==> src/include/btc_pkg.sv <==
// Package for the buffered timebase counter: register map, fields and state
package btc_pkg;

  localparam int unsigned CNT_W   = 16;
  localparam int unsigned N_MATCH = 3;
  localparam int unsigned PRE_W   = 8;
  localparam int unsigned ADR_W   = 8;
  localparam int unsigned SEL_W   = 3;

  // ==========================================================
  // Register byte offsets
  localparam logic [ADR_W-1:0] ADR_CTRL_A   = 8'h00;
  localparam logic [ADR_W-1:0] ADR_CTRL_E   = 8'h04;
  localparam logic [ADR_W-1:0] ADR_CTRL_F   = 8'h08;
  localparam logic [ADR_W-1:0] ADR_EVENT    = 8'h0c;
  localparam logic [ADR_W-1:0] ADR_TALLY    = 8'h10;
  localparam logic [ADR_W-1:0] ADR_CYCLE    = 8'h14;
  localparam logic [ADR_W-1:0] ADR_CYCLE_BUF = 8'h18;
  localparam logic [ADR_W-1:0] ADR_MATCH    = 8'h20;
  localparam logic [ADR_W-1:0] ADR_MATCH_BUF = 8'h30;
  localparam logic [ADR_W-1:0] ADR_STRIDE   = 8'h04;

  // ==========================================================
  // Field positions
  localparam int unsigned A_ENABLE   = 0;
  localparam int unsigned A_PSEL_LO  = 1;
  localparam int unsigned E_DOWN     = 0;
  localparam int unsigned E_HOLD     = 1;
  localparam int unsigned E_UPD_TOP  = 2;
  localparam int unsigned F_CYCLE_BV = 0;
  localparam int unsigned F_MATCH_BV = 1;
  localparam int unsigned EV_COUNT   = 0;

  // ==========================================================
  // Reset values and count constants
  localparam logic [CNT_W-1:0] CNT_RST   = 16'h0000;
  localparam logic [CNT_W-1:0] CYCLE_RST = 16'hffff;
  localparam logic [CNT_W-1:0] MATCH_RST = 16'h0000;
  localparam logic [CNT_W-1:0] BOTTOM    = 16'h0000;
  localparam logic [CNT_W-1:0] ONE       = 16'h0001;
  localparam logic [CNT_W-1:0] ALL_ONES  = 16'hffff;

  typedef enum logic [0:0] {
    BTC_IDLE = 1'b0,
    BTC_ACK  = 1'b1
  } btc_bus_type;

  typedef struct packed {
    logic                          enable;
    logic [SEL_W-1:0]              prescale_choice;
    logic                          up_down_select;
    logic                          hold_updates;
    logic                          update_at_top;
    logic                          event_count_enable;
    logic [CNT_W-1:0]              tally_value;
    logic [CNT_W-1:0]              cycle_length_value;
    logic [CNT_W-1:0]              cycle_length_buffer;
    logic                          cycle_length_buffer_valid;
    logic [N_MATCH-1:0][CNT_W-1:0] match_value;
    logic [N_MATCH-1:0][CNT_W-1:0] match_buffer;
    logic [N_MATCH-1:0]            match_buffer_valid;
    logic [PRE_W-1:0]              prescale_cnt;
    logic [2:0]                    event_sync;
    btc_bus_type                   bus;
    logic [31:0]                   rd_data;
    logic                          top_hit;
    logic                          bottom_hit;
    logic                          max_hit;
    logic                          update_hit;
    logic [N_MATCH-1:0]            match_hit;
  } btc_state_type;

endpackage : btc_pkg

==> src/rtl/btc_counter.sv <==
// Buffered timebase counter with classic Wishbone register slave
// ==========================================================
// How it works
// - Count value zero means the lowest limit is reached.
// - Count value all ones means maximum is reached.
// - Count equal to active cycle length means upper limit reached.
// - Update at lowest or upper limit copies valid buffers unless held.
// - Writing enable one starts counting at the prescale_choice rate.
// - With event_count_enable set, incoming events advance the counter.
// - up_down_select in control_reg_e picks counting direction.
// - Ticks come from the peripheral clock divided per prescale_choice.
// - Counting up past the upper limit wraps to zero on next tick.
// - Counting down at zero reloads the active cycle length.
// - Software tally write is immediate and beats count, clear, reload.
// - Direction change while running takes effect on next tick.
// - Cycle length and each match have buffers with valid flags.
// - Buffer write sets its valid flag; a transfer clears it.
// - Active match registers are directly writable, bypassing buffers.
// - Direct cycle length write applies at once.
// - Cycle length cut below count: counter runs on and wraps.
// - Buffered cycle length changes the active one only at update.
// - Counter, cycle length, matches and buffers are sixteen bits.
// - Limit and match indications appear one clock after the tick.
module btc_counter
  import btc_pkg::*;
(
  input  wire logic                      clk_i,
  input  wire logic                      rst_i,
  input  wire logic                      cyc_i,
  input  wire logic                      stb_i,
  input  wire logic                      we_i,
  input  wire logic [ADR_W-1:0]          adr_i,
  input  wire logic [3:0]                sel_i,
  input  wire logic [31:0]               dat_i,
  output logic      [31:0]               dat_o,
  output logic                           ack_o,
  input  wire logic                      event_i,
  output logic      [CNT_W-1:0]          tally_o,
  output logic                           top_o,
  output logic                           bottom_o,
  output logic                           max_o,
  output logic                           update_o,
  output logic      [N_MATCH-1:0]        match_o
);

  btc_state_type s_q;
  btc_state_type s_d;

  // ==========================================================
  // Helpers
  function automatic logic [CNT_W-1:0] lane_write(input logic [CNT_W-1:0] old,
                                                  input logic [31:0]      data,
                                                  input logic [3:0]       sel);
    lane_write = old;
    if (sel[0]) begin
      lane_write[7:0] = data[7:0];
    end
    if (sel[1]) begin
      lane_write[15:8] = data[15:8];
    end
  endfunction : lane_write

  function automatic logic hit(input logic [ADR_W-1:0] adr, input logic [ADR_W-1:0] base,
                               input int unsigned idx);
    hit = (adr == base + ADR_W'(idx) * ADR_STRIDE);
  endfunction : hit

  logic                  req;
  logic                  wr;
  logic                  tick;
  logic                  pre_tick;
  logic                  event_edge;
  logic                  at_top;
  logic                  at_bottom;
  logic                  do_update;
  logic [PRE_W-1:0]      pre_mask;
  logic [CNT_W-1:0]      next_cnt;
  logic [31:0]           rd_mux;

  // ==========================================================
  // Tick and limit detection
  always_comb begin
    req        = cyc_i & stb_i;
    wr         = req & we_i & (s_q.bus == BTC_ACK);
    pre_mask   = PRE_W'((9'h001 << s_q.prescale_choice) - 9'h001);
    pre_tick   = (s_q.prescale_cnt & pre_mask) == pre_mask;
    event_edge = s_q.event_sync[1] & ~s_q.event_sync[2];
    tick       = s_q.enable & (s_q.event_count_enable ? event_edge
                                                      : pre_tick);
    at_bottom  = s_q.tally_value == BOTTOM;
    at_top     = s_q.tally_value == s_q.cycle_length_value;
    do_update  = tick & (s_q.update_at_top ? at_top : at_bottom);
    if (!s_q.up_down_select) begin
      next_cnt = at_top ? BOTTOM : s_q.tally_value + ONE;
    end else begin
      next_cnt = at_bottom ? s_q.cycle_length_value
                           : s_q.tally_value - ONE;
    end
  end

  // ==========================================================
  // Read mux; unmapped addresses read zero
  always_comb begin
    rd_mux = 32'h0000_0000;
    if (adr_i == ADR_CTRL_A) begin
      rd_mux[A_ENABLE]                          = s_q.enable;
      rd_mux[A_PSEL_LO +: SEL_W]                = s_q.prescale_choice;
    end
    if (adr_i == ADR_CTRL_E) begin
      rd_mux[E_DOWN]    = s_q.up_down_select;
      rd_mux[E_HOLD]    = s_q.hold_updates;
      rd_mux[E_UPD_TOP] = s_q.update_at_top;
    end
    if (adr_i == ADR_CTRL_F) begin
      rd_mux[F_CYCLE_BV]               = s_q.cycle_length_buffer_valid;
      rd_mux[F_MATCH_BV +: N_MATCH]    = s_q.match_buffer_valid;
    end
    if (adr_i == ADR_EVENT) begin
      rd_mux[EV_COUNT] = s_q.event_count_enable;
    end
    if (adr_i == ADR_TALLY) begin
      rd_mux[CNT_W-1:0] = s_q.tally_value;
    end
    if (adr_i == ADR_CYCLE) begin
      rd_mux[CNT_W-1:0] = s_q.cycle_length_value;
    end
    if (adr_i == ADR_CYCLE_BUF) begin
      rd_mux[CNT_W-1:0] = s_q.cycle_length_buffer;
    end
    for (int i = 0; i < N_MATCH; i++) begin
      if (hit(adr_i, ADR_MATCH, i)) begin
        rd_mux[CNT_W-1:0] = s_q.match_value[i];
      end
      if (hit(adr_i, ADR_MATCH_BUF, i)) begin
        rd_mux[CNT_W-1:0] = s_q.match_buffer[i];
      end
    end
  end

  // ==========================================================
  // Next state
  always_comb begin
    s_d            = s_q;
    s_d.event_sync = {s_q.event_sync[1:0], event_i};
    s_d.prescale_cnt = s_q.enable ? s_q.prescale_cnt + PRE_W'(1) : '0;

    // Bus: answer one cycle after the request, write at the ack edge
    s_d.bus = (req && s_q.bus == BTC_IDLE) ? BTC_ACK : BTC_IDLE;
    if (req && s_q.bus == BTC_IDLE) begin
      s_d.rd_data = rd_mux;
    end

    // Counting; a tally write below overrides it
    if (tick) begin
      s_d.tally_value = next_cnt;
    end

    // Transfer happens before buffer writes so a same-cycle write re-arms the flag
    if (do_update && !s_q.hold_updates) begin
      if (s_q.cycle_length_buffer_valid) begin
        s_d.cycle_length_value        = s_q.cycle_length_buffer;
        s_d.cycle_length_buffer_valid = 1'b0;
      end
      for (int i = 0; i < N_MATCH; i++) begin
        if (s_q.match_buffer_valid[i]) begin
          s_d.match_value[i]        = s_q.match_buffer[i];
          s_d.match_buffer_valid[i] = 1'b0;
        end
      end
    end

    if (wr) begin
      if (adr_i == ADR_CTRL_A && sel_i[0]) begin
        s_d.enable          = dat_i[A_ENABLE];
        s_d.prescale_choice = dat_i[A_PSEL_LO +: SEL_W];
      end
      if (adr_i == ADR_CTRL_E && sel_i[0]) begin
        s_d.up_down_select = dat_i[E_DOWN];
        s_d.hold_updates   = dat_i[E_HOLD];
        s_d.update_at_top  = dat_i[E_UPD_TOP];
      end
      if (adr_i == ADR_EVENT && sel_i[0]) begin
        s_d.event_count_enable = dat_i[EV_COUNT];
      end
      if (adr_i == ADR_TALLY) begin
        s_d.tally_value = lane_write(s_q.tally_value, dat_i, sel_i);
      end
      if (adr_i == ADR_CYCLE) begin
        s_d.cycle_length_value = lane_write(s_q.cycle_length_value,
                                            dat_i, sel_i);
      end
      if (adr_i == ADR_CYCLE_BUF) begin
        s_d.cycle_length_buffer       = lane_write(s_q.cycle_length_buffer, dat_i, sel_i);
        s_d.cycle_length_buffer_valid = 1'b1;
      end
      for (int i = 0; i < N_MATCH; i++) begin
        if (hit(adr_i, ADR_MATCH, i)) begin
          s_d.match_value[i] = lane_write(s_q.match_value[i], dat_i, sel_i);
        end
        if (hit(adr_i, ADR_MATCH_BUF, i)) begin
          s_d.match_buffer[i]       = lane_write(s_q.match_buffer[i], dat_i, sel_i);
          s_d.match_buffer_valid[i] = 1'b1;
        end
      end
    end

    // Indications one clock after the triggering tick
    s_d.top_hit    = tick & at_top;
    s_d.bottom_hit = tick & at_bottom;
    s_d.max_hit    = tick & (s_q.tally_value == ALL_ONES);
    s_d.update_hit = do_update;
    for (int i = 0; i < N_MATCH; i++) begin
      s_d.match_hit[i] = tick & (s_q.tally_value == s_q.match_value[i]);
    end
  end

  // ==========================================================
  // State register
  always_ff @(posedge clk_i) begin
    if (rst_i) begin
      s_q                     <= '0;
      s_q.bus                 <= BTC_IDLE;
      s_q.tally_value         <= CNT_RST;
      s_q.cycle_length_value  <= CYCLE_RST;
      s_q.cycle_length_buffer <= CYCLE_RST;
      for (int i = 0; i < N_MATCH; i++) begin
        s_q.match_value[i]  <= MATCH_RST;
        s_q.match_buffer[i] <= MATCH_RST;
      end
    end else begin
      s_q <= s_d;
    end
  end

  assign dat_o    = s_q.rd_data;
  assign ack_o    = (s_q.bus == BTC_ACK);
  assign tally_o  = s_q.tally_value;
  assign top_o    = s_q.top_hit;
  assign bottom_o = s_q.bottom_hit;
  assign max_o    = s_q.max_hit;
  assign update_o = s_q.update_hit;
  assign match_o  = s_q.match_hit;

  // ==========================================================
  // Checks
  logic tally_wr;
  assign tally_wr = wr & (adr_i == ADR_TALLY);

  a_ack_single_pulse: assert property (@(posedge clk_i) disable iff (rst_i)
    ack_o |=> !ack_o)
    else $error("ack held longer than one cycle");

  a_up_count_step: assert property (@(posedge clk_i) disable iff (rst_i)
    tick && !s_q.up_down_select && !at_top && !tally_wr
      |=> tally_o == $past(tally_o) + ONE)
    else $error("up count did not advance by one");

  a_up_wrap_zero: assert property (@(posedge clk_i) disable iff (rst_i)
    tick && !s_q.up_down_select && at_top && !tally_wr |=> tally_o == BOTTOM)
    else $error("no wrap to zero at upper limit");

  a_down_reload: assert property (@(posedge clk_i) disable iff (rst_i)
    tick && s_q.up_down_select && at_bottom && !tally_wr
      |=> tally_o == $past(s_q.cycle_length_value))
    else $error("no reload at zero when counting down");

  a_tally_write_wins: assert property (@(posedge clk_i) disable iff (rst_i)
    tally_wr && sel_i == 4'hf |=> tally_o == $past(dat_i[CNT_W-1:0]))
    else $error("tally write lost");

  a_disabled_holds: assert property (@(posedge clk_i) disable iff (rst_i)
    !s_q.enable && !tally_wr |=> tally_o == $past(tally_o))
    else $error("count moved while disabled");

  a_hold_keeps_flag: assert property (@(posedge clk_i) disable iff (rst_i)
    s_q.hold_updates && s_q.cycle_length_buffer_valid |=> s_q.cycle_length_buffer_valid)
    else $error("valid flag cleared while updates held");

  a_update_transfer: assert property (@(posedge clk_i) disable iff (rst_i)
    do_update && !s_q.hold_updates && s_q.cycle_length_buffer_valid
      && !(wr && (adr_i == ADR_CYCLE || adr_i == ADR_CYCLE_BUF))
      |=> !s_q.cycle_length_buffer_valid
          && s_q.cycle_length_value == $past(s_q.cycle_length_buffer))
    else $error("buffered cycle length not transferred");

  a_top_indication: assert property (@(posedge clk_i) disable iff (rst_i)
    top_o == $past(tick && at_top))
    else $error("upper limit indication not one clock after tick");

  // ==========================================================
  // Indications follow the tick that caused them by one clock
  a_bottom_indication: assert property (@(posedge clk_i) disable iff (rst_i)
    bottom_o == $past(tick && tally_o == BOTTOM))
    else $error("lowest limit indication wrong");

  a_max_indication: assert property (@(posedge clk_i) disable iff (rst_i)
    max_o == $past(tick && tally_o == ALL_ONES))
    else $error("maximum indication wrong");

  a_match_indication: assert property (@(posedge clk_i) disable iff (rst_i)
    match_o[0] == $past(tick && tally_o == s_q.match_value[0]))
    else $error("match indication wrong");

  a_update_indication: assert property (@(posedge clk_i) disable iff (rst_i)
    update_o == $past(do_update))
    else $error("update indication wrong");

  a_disabled_quiet: assert property (@(posedge clk_i) disable iff (rst_i)
    !s_q.enable |=> !top_o && !bottom_o && !max_o && !update_o && match_o == '0)
    else $error("indication while disabled");

  // ==========================================================
  // Counting
  a_down_count_step: assert property (@(posedge clk_i) disable iff (rst_i)
    tick && s_q.up_down_select && !at_bottom && !tally_wr
      |=> tally_o == $past(tally_o) - ONE)
    else $error("down count did not step by one");

  a_max_wraps_zero: assert property (@(posedge clk_i) disable iff (rst_i)
    tick && !s_q.up_down_select && !at_top && tally_o == ALL_ONES && !tally_wr
      |=> tally_o == BOTTOM)
    else $error("no wrap after all ones");

  a_event_gate: assert property (@(posedge clk_i) disable iff (rst_i)
    s_q.enable && s_q.event_count_enable && !event_edge && !tally_wr
      |=> tally_o == $past(tally_o))
    else $error("count moved without an event");

  a_prescale_gate: assert property (@(posedge clk_i) disable iff (rst_i)
    s_q.enable && !s_q.event_count_enable && !pre_tick && !tally_wr
      |=> tally_o == $past(tally_o))
    else $error("count moved without a prescaler tick");

  // ==========================================================
  // Buffers and direct writes
  a_cycle_buf_flag: assert property (@(posedge clk_i) disable iff (rst_i)
    wr && adr_i == ADR_CYCLE_BUF |=> s_q.cycle_length_buffer_valid)
    else $error("cycle buffer write left flag clear");

  a_match_buf_flag: assert property (@(posedge clk_i) disable iff (rst_i)
    wr && adr_i == ADR_MATCH_BUF |=> s_q.match_buffer_valid[0])
    else $error("match buffer write left flag clear");

  a_direct_cycle: assert property (@(posedge clk_i) disable iff (rst_i)
    wr && adr_i == ADR_CYCLE && sel_i == 4'hf
      |=> s_q.cycle_length_value == $past(dat_i[CNT_W-1:0]))
    else $error("direct cycle length write lost");

  a_direct_match: assert property (@(posedge clk_i) disable iff (rst_i)
    wr && adr_i == ADR_MATCH && sel_i == 4'hf
      |=> s_q.match_value[0] == $past(dat_i[CNT_W-1:0]))
    else $error("direct match write lost");

  a_cycle_only_update: assert property (@(posedge clk_i) disable iff (rst_i)
    !(do_update && !s_q.hold_updates) && !(wr && adr_i == ADR_CYCLE)
      |=> s_q.cycle_length_value == $past(s_q.cycle_length_value))
    else $error("cycle length changed outside update");

  a_match_transfer: assert property (@(posedge clk_i) disable iff (rst_i)
    do_update && !s_q.hold_updates && s_q.match_buffer_valid[0]
      && !(wr && (adr_i == ADR_MATCH || adr_i == ADR_MATCH_BUF))
      |=> !s_q.match_buffer_valid[0] && s_q.match_value[0] == $past(s_q.match_buffer[0]))
    else $error("buffered match not transferred");

  a_hold_keeps_match: assert property (@(posedge clk_i) disable iff (rst_i)
    s_q.hold_updates && s_q.match_buffer_valid[0] && !(wr && adr_i == ADR_MATCH_BUF)
      |=> s_q.match_buffer_valid[0] && s_q.match_buffer[0] == $past(s_q.match_buffer[0]))
    else $error("match buffer lost while updates held");

  // ==========================================================
  // Bus answer
  a_ack_follows_req: assert property (@(posedge clk_i) disable iff (rst_i)
    req && !ack_o |=> ack_o)
    else $error("no ack one cycle after request");

  a_read_data_stable: assert property (@(posedge clk_i) disable iff (rst_i)
    !(req && !ack_o) |=> $stable(dat_o))
    else $error("read data changed without request");

endmodule : btc_counter
==> config.mk <==
export PLATFORM = sky130hd
export DESIGN_NAME = btc_counter
export DESIGN_NICKNAME = d
export VERILOG_FILES = /design/src/include/btc_pkg.sv /design/src/rtl/btc_counter.sv
export SDC_FILE = /design/constraint.sdc
export NUM_CORES = 1
export LEC_CHECK = 0
export BUFFER_PORTS_ARGS = -buffer_cell sky130_fd_sc_hd__buf_2
export CAP_MARGIN = 40
export CORE_UTILIZATION = 43
export DETAILED_ROUTE_END_ITERATION = 6
export PLACE_DENSITY = 0.63
export SLEW_MARGIN = 20
export SYNTH_ARGS = -nofsm -noshare
export SYNTH_HDL_FRONTEND = slang
export SYNTH_SLANG_ARGS = --single-unit
export TNS_END_PERCENT = 1
==> constraint.sdc <==
create_clock -name clk_i -period 4.05 [get_ports clk_i]
set_input_delay 0.6075 -clock clk_i [delete_from_list [all_inputs] [get_ports clk_i]]
set_output_delay 0.6075 -clock clk_i [all_outputs]
set_load 0.01 [all_outputs]
==> flow_summary.toml <==
[finish]
post_route_cells_drive_above_1_share = 0.114
layout.cells.non_filler = 1799
num_antenna_cells = 0
layout.core_utilization = 0.475
final_nets = 1506
flow.area_growth_from_synthesis_pct = 8.08

[global_route]
globalRoute.totalOverflow = 0
grt_first_pass_wirelength_um = 58400
initial_antenna_violation_count = 1
global_route.usage.total = 0.278
grt_start_max_net_pins = 85
number_of_global_route_vias_before_repair = 9994

[pwr]
share_seq_of_total_power = 0.503
vdd.ir_drop.worst_mv = 0.222
power.net_switching_uw = 972
power.share.switching = 0.261
power.leakage_nw = 4.79
power.share.combinational = 0.053
internal-power_mw = 2.75
power.density_cell_area_nw_per_um2 = 301
pwr-share-clk = 0.444

[setup_path]
regToRegSetupSlack_ns = 0.82
critical_path.endpoint_type = "register"
worstPathArrival_ns = 3.55
critical_path_required_ns = 4.37
timing.rr.start = "s_q[205]"
startpoint_type = "register"
cp-endpoint = "s_q[173]"
critPathLaunch = "s_q[205]"
r2r_cells = 9
crit_type = "register to register"
r2r_endpoint = "s_q[173]"
path_max_fanout = 13

[sta]
grt_setup_unrepaired = "no"
timing_worst_slew_pin_value_ns = 0.875
skew_ns = 0.0123
finalSetupTns_ns = 0
final_period_minus_worst_setup_slack_ns = 3.23
hold_viol_final = 0
timing.slew.headroom = 0.416
fin_ws_ns = 0.816
fmax_ghz = 0.309
final.period_utilization = 0.798
timing.final.setup_violations = 0
number_of_pins_with_negative_max_slew_slack_in_the_final_report = 0

[floorplanning]
design.core.area_um2 = 26100
die-width_um = 165
vert_die_dim_um = 165
placement_rows = 59
design.die.area_um2 = 27300
start_util = 0.439
num_io_pins = 106

[logic_synthesis]
postSynthRegisterBits = 190
syn-cell-area_um2 = 11400
synth_sequential_area_ratio = 0.332
ys.flop_type = "dfxtp_1"
edff_count_synth = 0
warnings_synthesis = 0
asyncSetResetFlopFracSynth = 0
syn-mean-instance-area_um2 = 7.80
synth_cell_types = 67
synth_cells = 1467

[detailed_routing]
route.detailed.vias_per_inst = 6.09
drt_wl_total_um = 37100
wl_per_cell_um = 20.6
vias = 11000
drtPass1Iterations = 7
first_iter_violations = 1139
post-route-drc-count = 11
detail-route-antenna-nets = 0

[placement]
dp.cells = 1767
dp_worst_setup_slack_ns = 0.867
port_buffers = 71
dpl.hpwl_um = 26200
gp_routability_congestion = 0.898

[cts]
worst_skew_pair.late_latency_ns = 0.44
ctsLongestPathBuffers = 2
clockRootBuffer = "clkbuf_16"
worst_setup_hold_path_clk_slew_ns = 0.08
cts.repair_timing.setup_buffer_count = 0
cts.repair.resized = 0
ctsHoldBuffers = 0
cts_tree = "done"
clkSinkCount = 190
htree_num_levels = 4
number_of_clock_buffers_inserted_by_tritoncts = 17

[outcome]
violations = "DRC"
result_of_the_run = "finished with violations"

[flow_run]
max_cap_viol_count = 0

[hold_path]
hp-class = "primary input to register"
==> routing by layer <==
metal,track usage,part of all wire,vias up
li1,-,-,5158
met1,0.397,0.44,5220
met2,0.426,0.44,533
met3,0.0492,0.096,50
met4,0.0751,0.019,0
met5,0,0,-
==> cells in the mapped netlist, types with 5 or more instances <==
cell type | instances | area (um2)
xor2_1 | 74 | 648
nand4_1 | 20 | 125
xnor2_1 | 11 | 96.3
nor2_1 | 142 | 533
dfxtp_1 | 190 | 3800
nand3_1 | 64 | 320
clkbuf_1 | 92 | 345
nor3_1 | 11 | 55.1
a221o_1 | 18 | 180
a222oi_1 | 16 | 160
a21o_1 | 16 | 120
or4_1 | 5 | 37.5
a31oi_1 | 5 | 31.3
nor2b_1 | 6 | 37.5
o21ai_0 | 84 | 420
o32ai_1 | 7 | 61.3
nor4_1 | 21 | 131
buf_4 | 54 | 405
a22oi_1 | 28 | 210
inv_1 | 63 | 236
nand3b_1 | 18 | 135
nand2_1 | 165 | 619
ha_1 | 5 | 62.6
a221oi_1 | 20 | 175
buf_1 | 16 | 60.1
a311oi_1 | 9 | 78.8
mux2i_1 | 69 | 691
o22ai_1 | 14 | 87.6
a211oi_1 | 50 | 375
and3_1 | 9 | 56.3
a21oi_1 | 82 | 410
nand2b_1 | 16 | 100
==> cells by family (layout without fill, tap and decap cells) <==
| group | count (synthesis) | in the layout | synth area share |
|---|---|---|---|
| buffers and inverters | 233 | 215 | 0.0992 |
| DFF | 190 | 190 | 0.332 |
| muxes | 72 | 72 | 0.0633 |
| adders and majority gates | 5 | 5 | 0.00547 |
| AOI/OAI and AO/OA | 370 | 370 | 0.218 |
| and+or+nand+nor | 511 | 511 | 0.216 |
| xor gates and xnor gates | 85 | 85 | 0.0651 |
| other | 1 | 16 | 0.000328 |
==> cell usage in the layout, fill, tap and decap left out, types with 17 or more instances in the layout <==
cell type | netlist | layout
dfxtp_1 | 190 | 190
nand2_1 | 165 | 165
nor2_1 | 142 | 142
o21ai_0 | 84 | 84
a21oi_1 | 82 | 82
xor2_1 | 74 | 74
buf_2 | 1 | 70
mux2i_1 | 69 | 69
nand3_1 | 64 | 64
inv_1 | 63 | 63
a211oi_1 | 50 | 50
buf_4 | 54 | 46
a22oi_1 | 28 | 28
nor4_1 | 21 | 21
a221oi_1 | 20 | 20
nand4_1 | 20 | 20
nand3b_1 | 18 | 18
a221o_1 | 18 | 18
clkbuf_16 | 0 | 17
==> power groups by stage <==
stage	Sequential (mW)	Clock [mW]	Combinational, mW
2_1_floorplan	1.92	0	0.123
3_3_place_gp	1.92	0	0.190
3_5_place_dp	1.92	0	0.191
4_1_cts	1.87	1.67	0.192
5_1_grt	1.87	1.75	0.213
6_report	1.87	1.66	0.197
==> per-stage QoR <==
step           hold slack (ns)  total power, mW  instance area [um2]
6_report                 0.397             3.73                12400
5_1_grt                  0.422             3.84                12400
4_1_cts                  0.403             3.74                12400
3_5_place_dp             0.431             2.11                11800
3_3_place_gp             0.415             2.11                11800
2_1_floorplan            0.414             2.04                11500
==> sequential cells by signal, summed over array words and instances, names as in the netlist <==
name,cells
ack_o,1
bottom_o,1
dat_o,16
match_o,3
max_o,1
s_d,2
s_q,148
tally_o,16
top_o,1
update_o,1
==> worst min-delay path by stage <==
stage / from / endpoint / depth (start not counted) / slack (ns)
4_1_cts: event_i / s_d[41] / 2 / 0.40
3_3_place_gp: s_d[41] / s_d[42] / 1 / 0.42
2_1_floorplan: s_d[41] / s_d[42] / 1 / 0.41
6_report: event_i / s_d[41] / 2 / 0.40
5_1_grt: event_i / s_d[41] / 2 / 0.42
3_5_place_dp: s_d[41] / s_d[42] / 1 / 0.43
==> worst max-delay path, cell delays in order, from the launching register on <==
cell and delay (ns):
dfxtp_1 0.39, or3_1 0.41, ha_1 0.29, nor2_1 0.04
a2111oi_0 0.47, o2111ai_1 0.21, and2_4 0.26, nor4_1 0.41
nor2_1 0.25, a221o_1 0.38
==> cell type report <==
cell class / instances / area (um2)
multi-input combinational: 1059 / 6590
fill: 2567 / 13700
clock inverter: 14 / 128
timing repair buffer: 119 / 746
inverter: 64 / 240
tap: 335 / 419
sequential: 190 / 3800
clock buffer: 18 / 439
No activity file was read; power rests on OpenSTA's default activity.
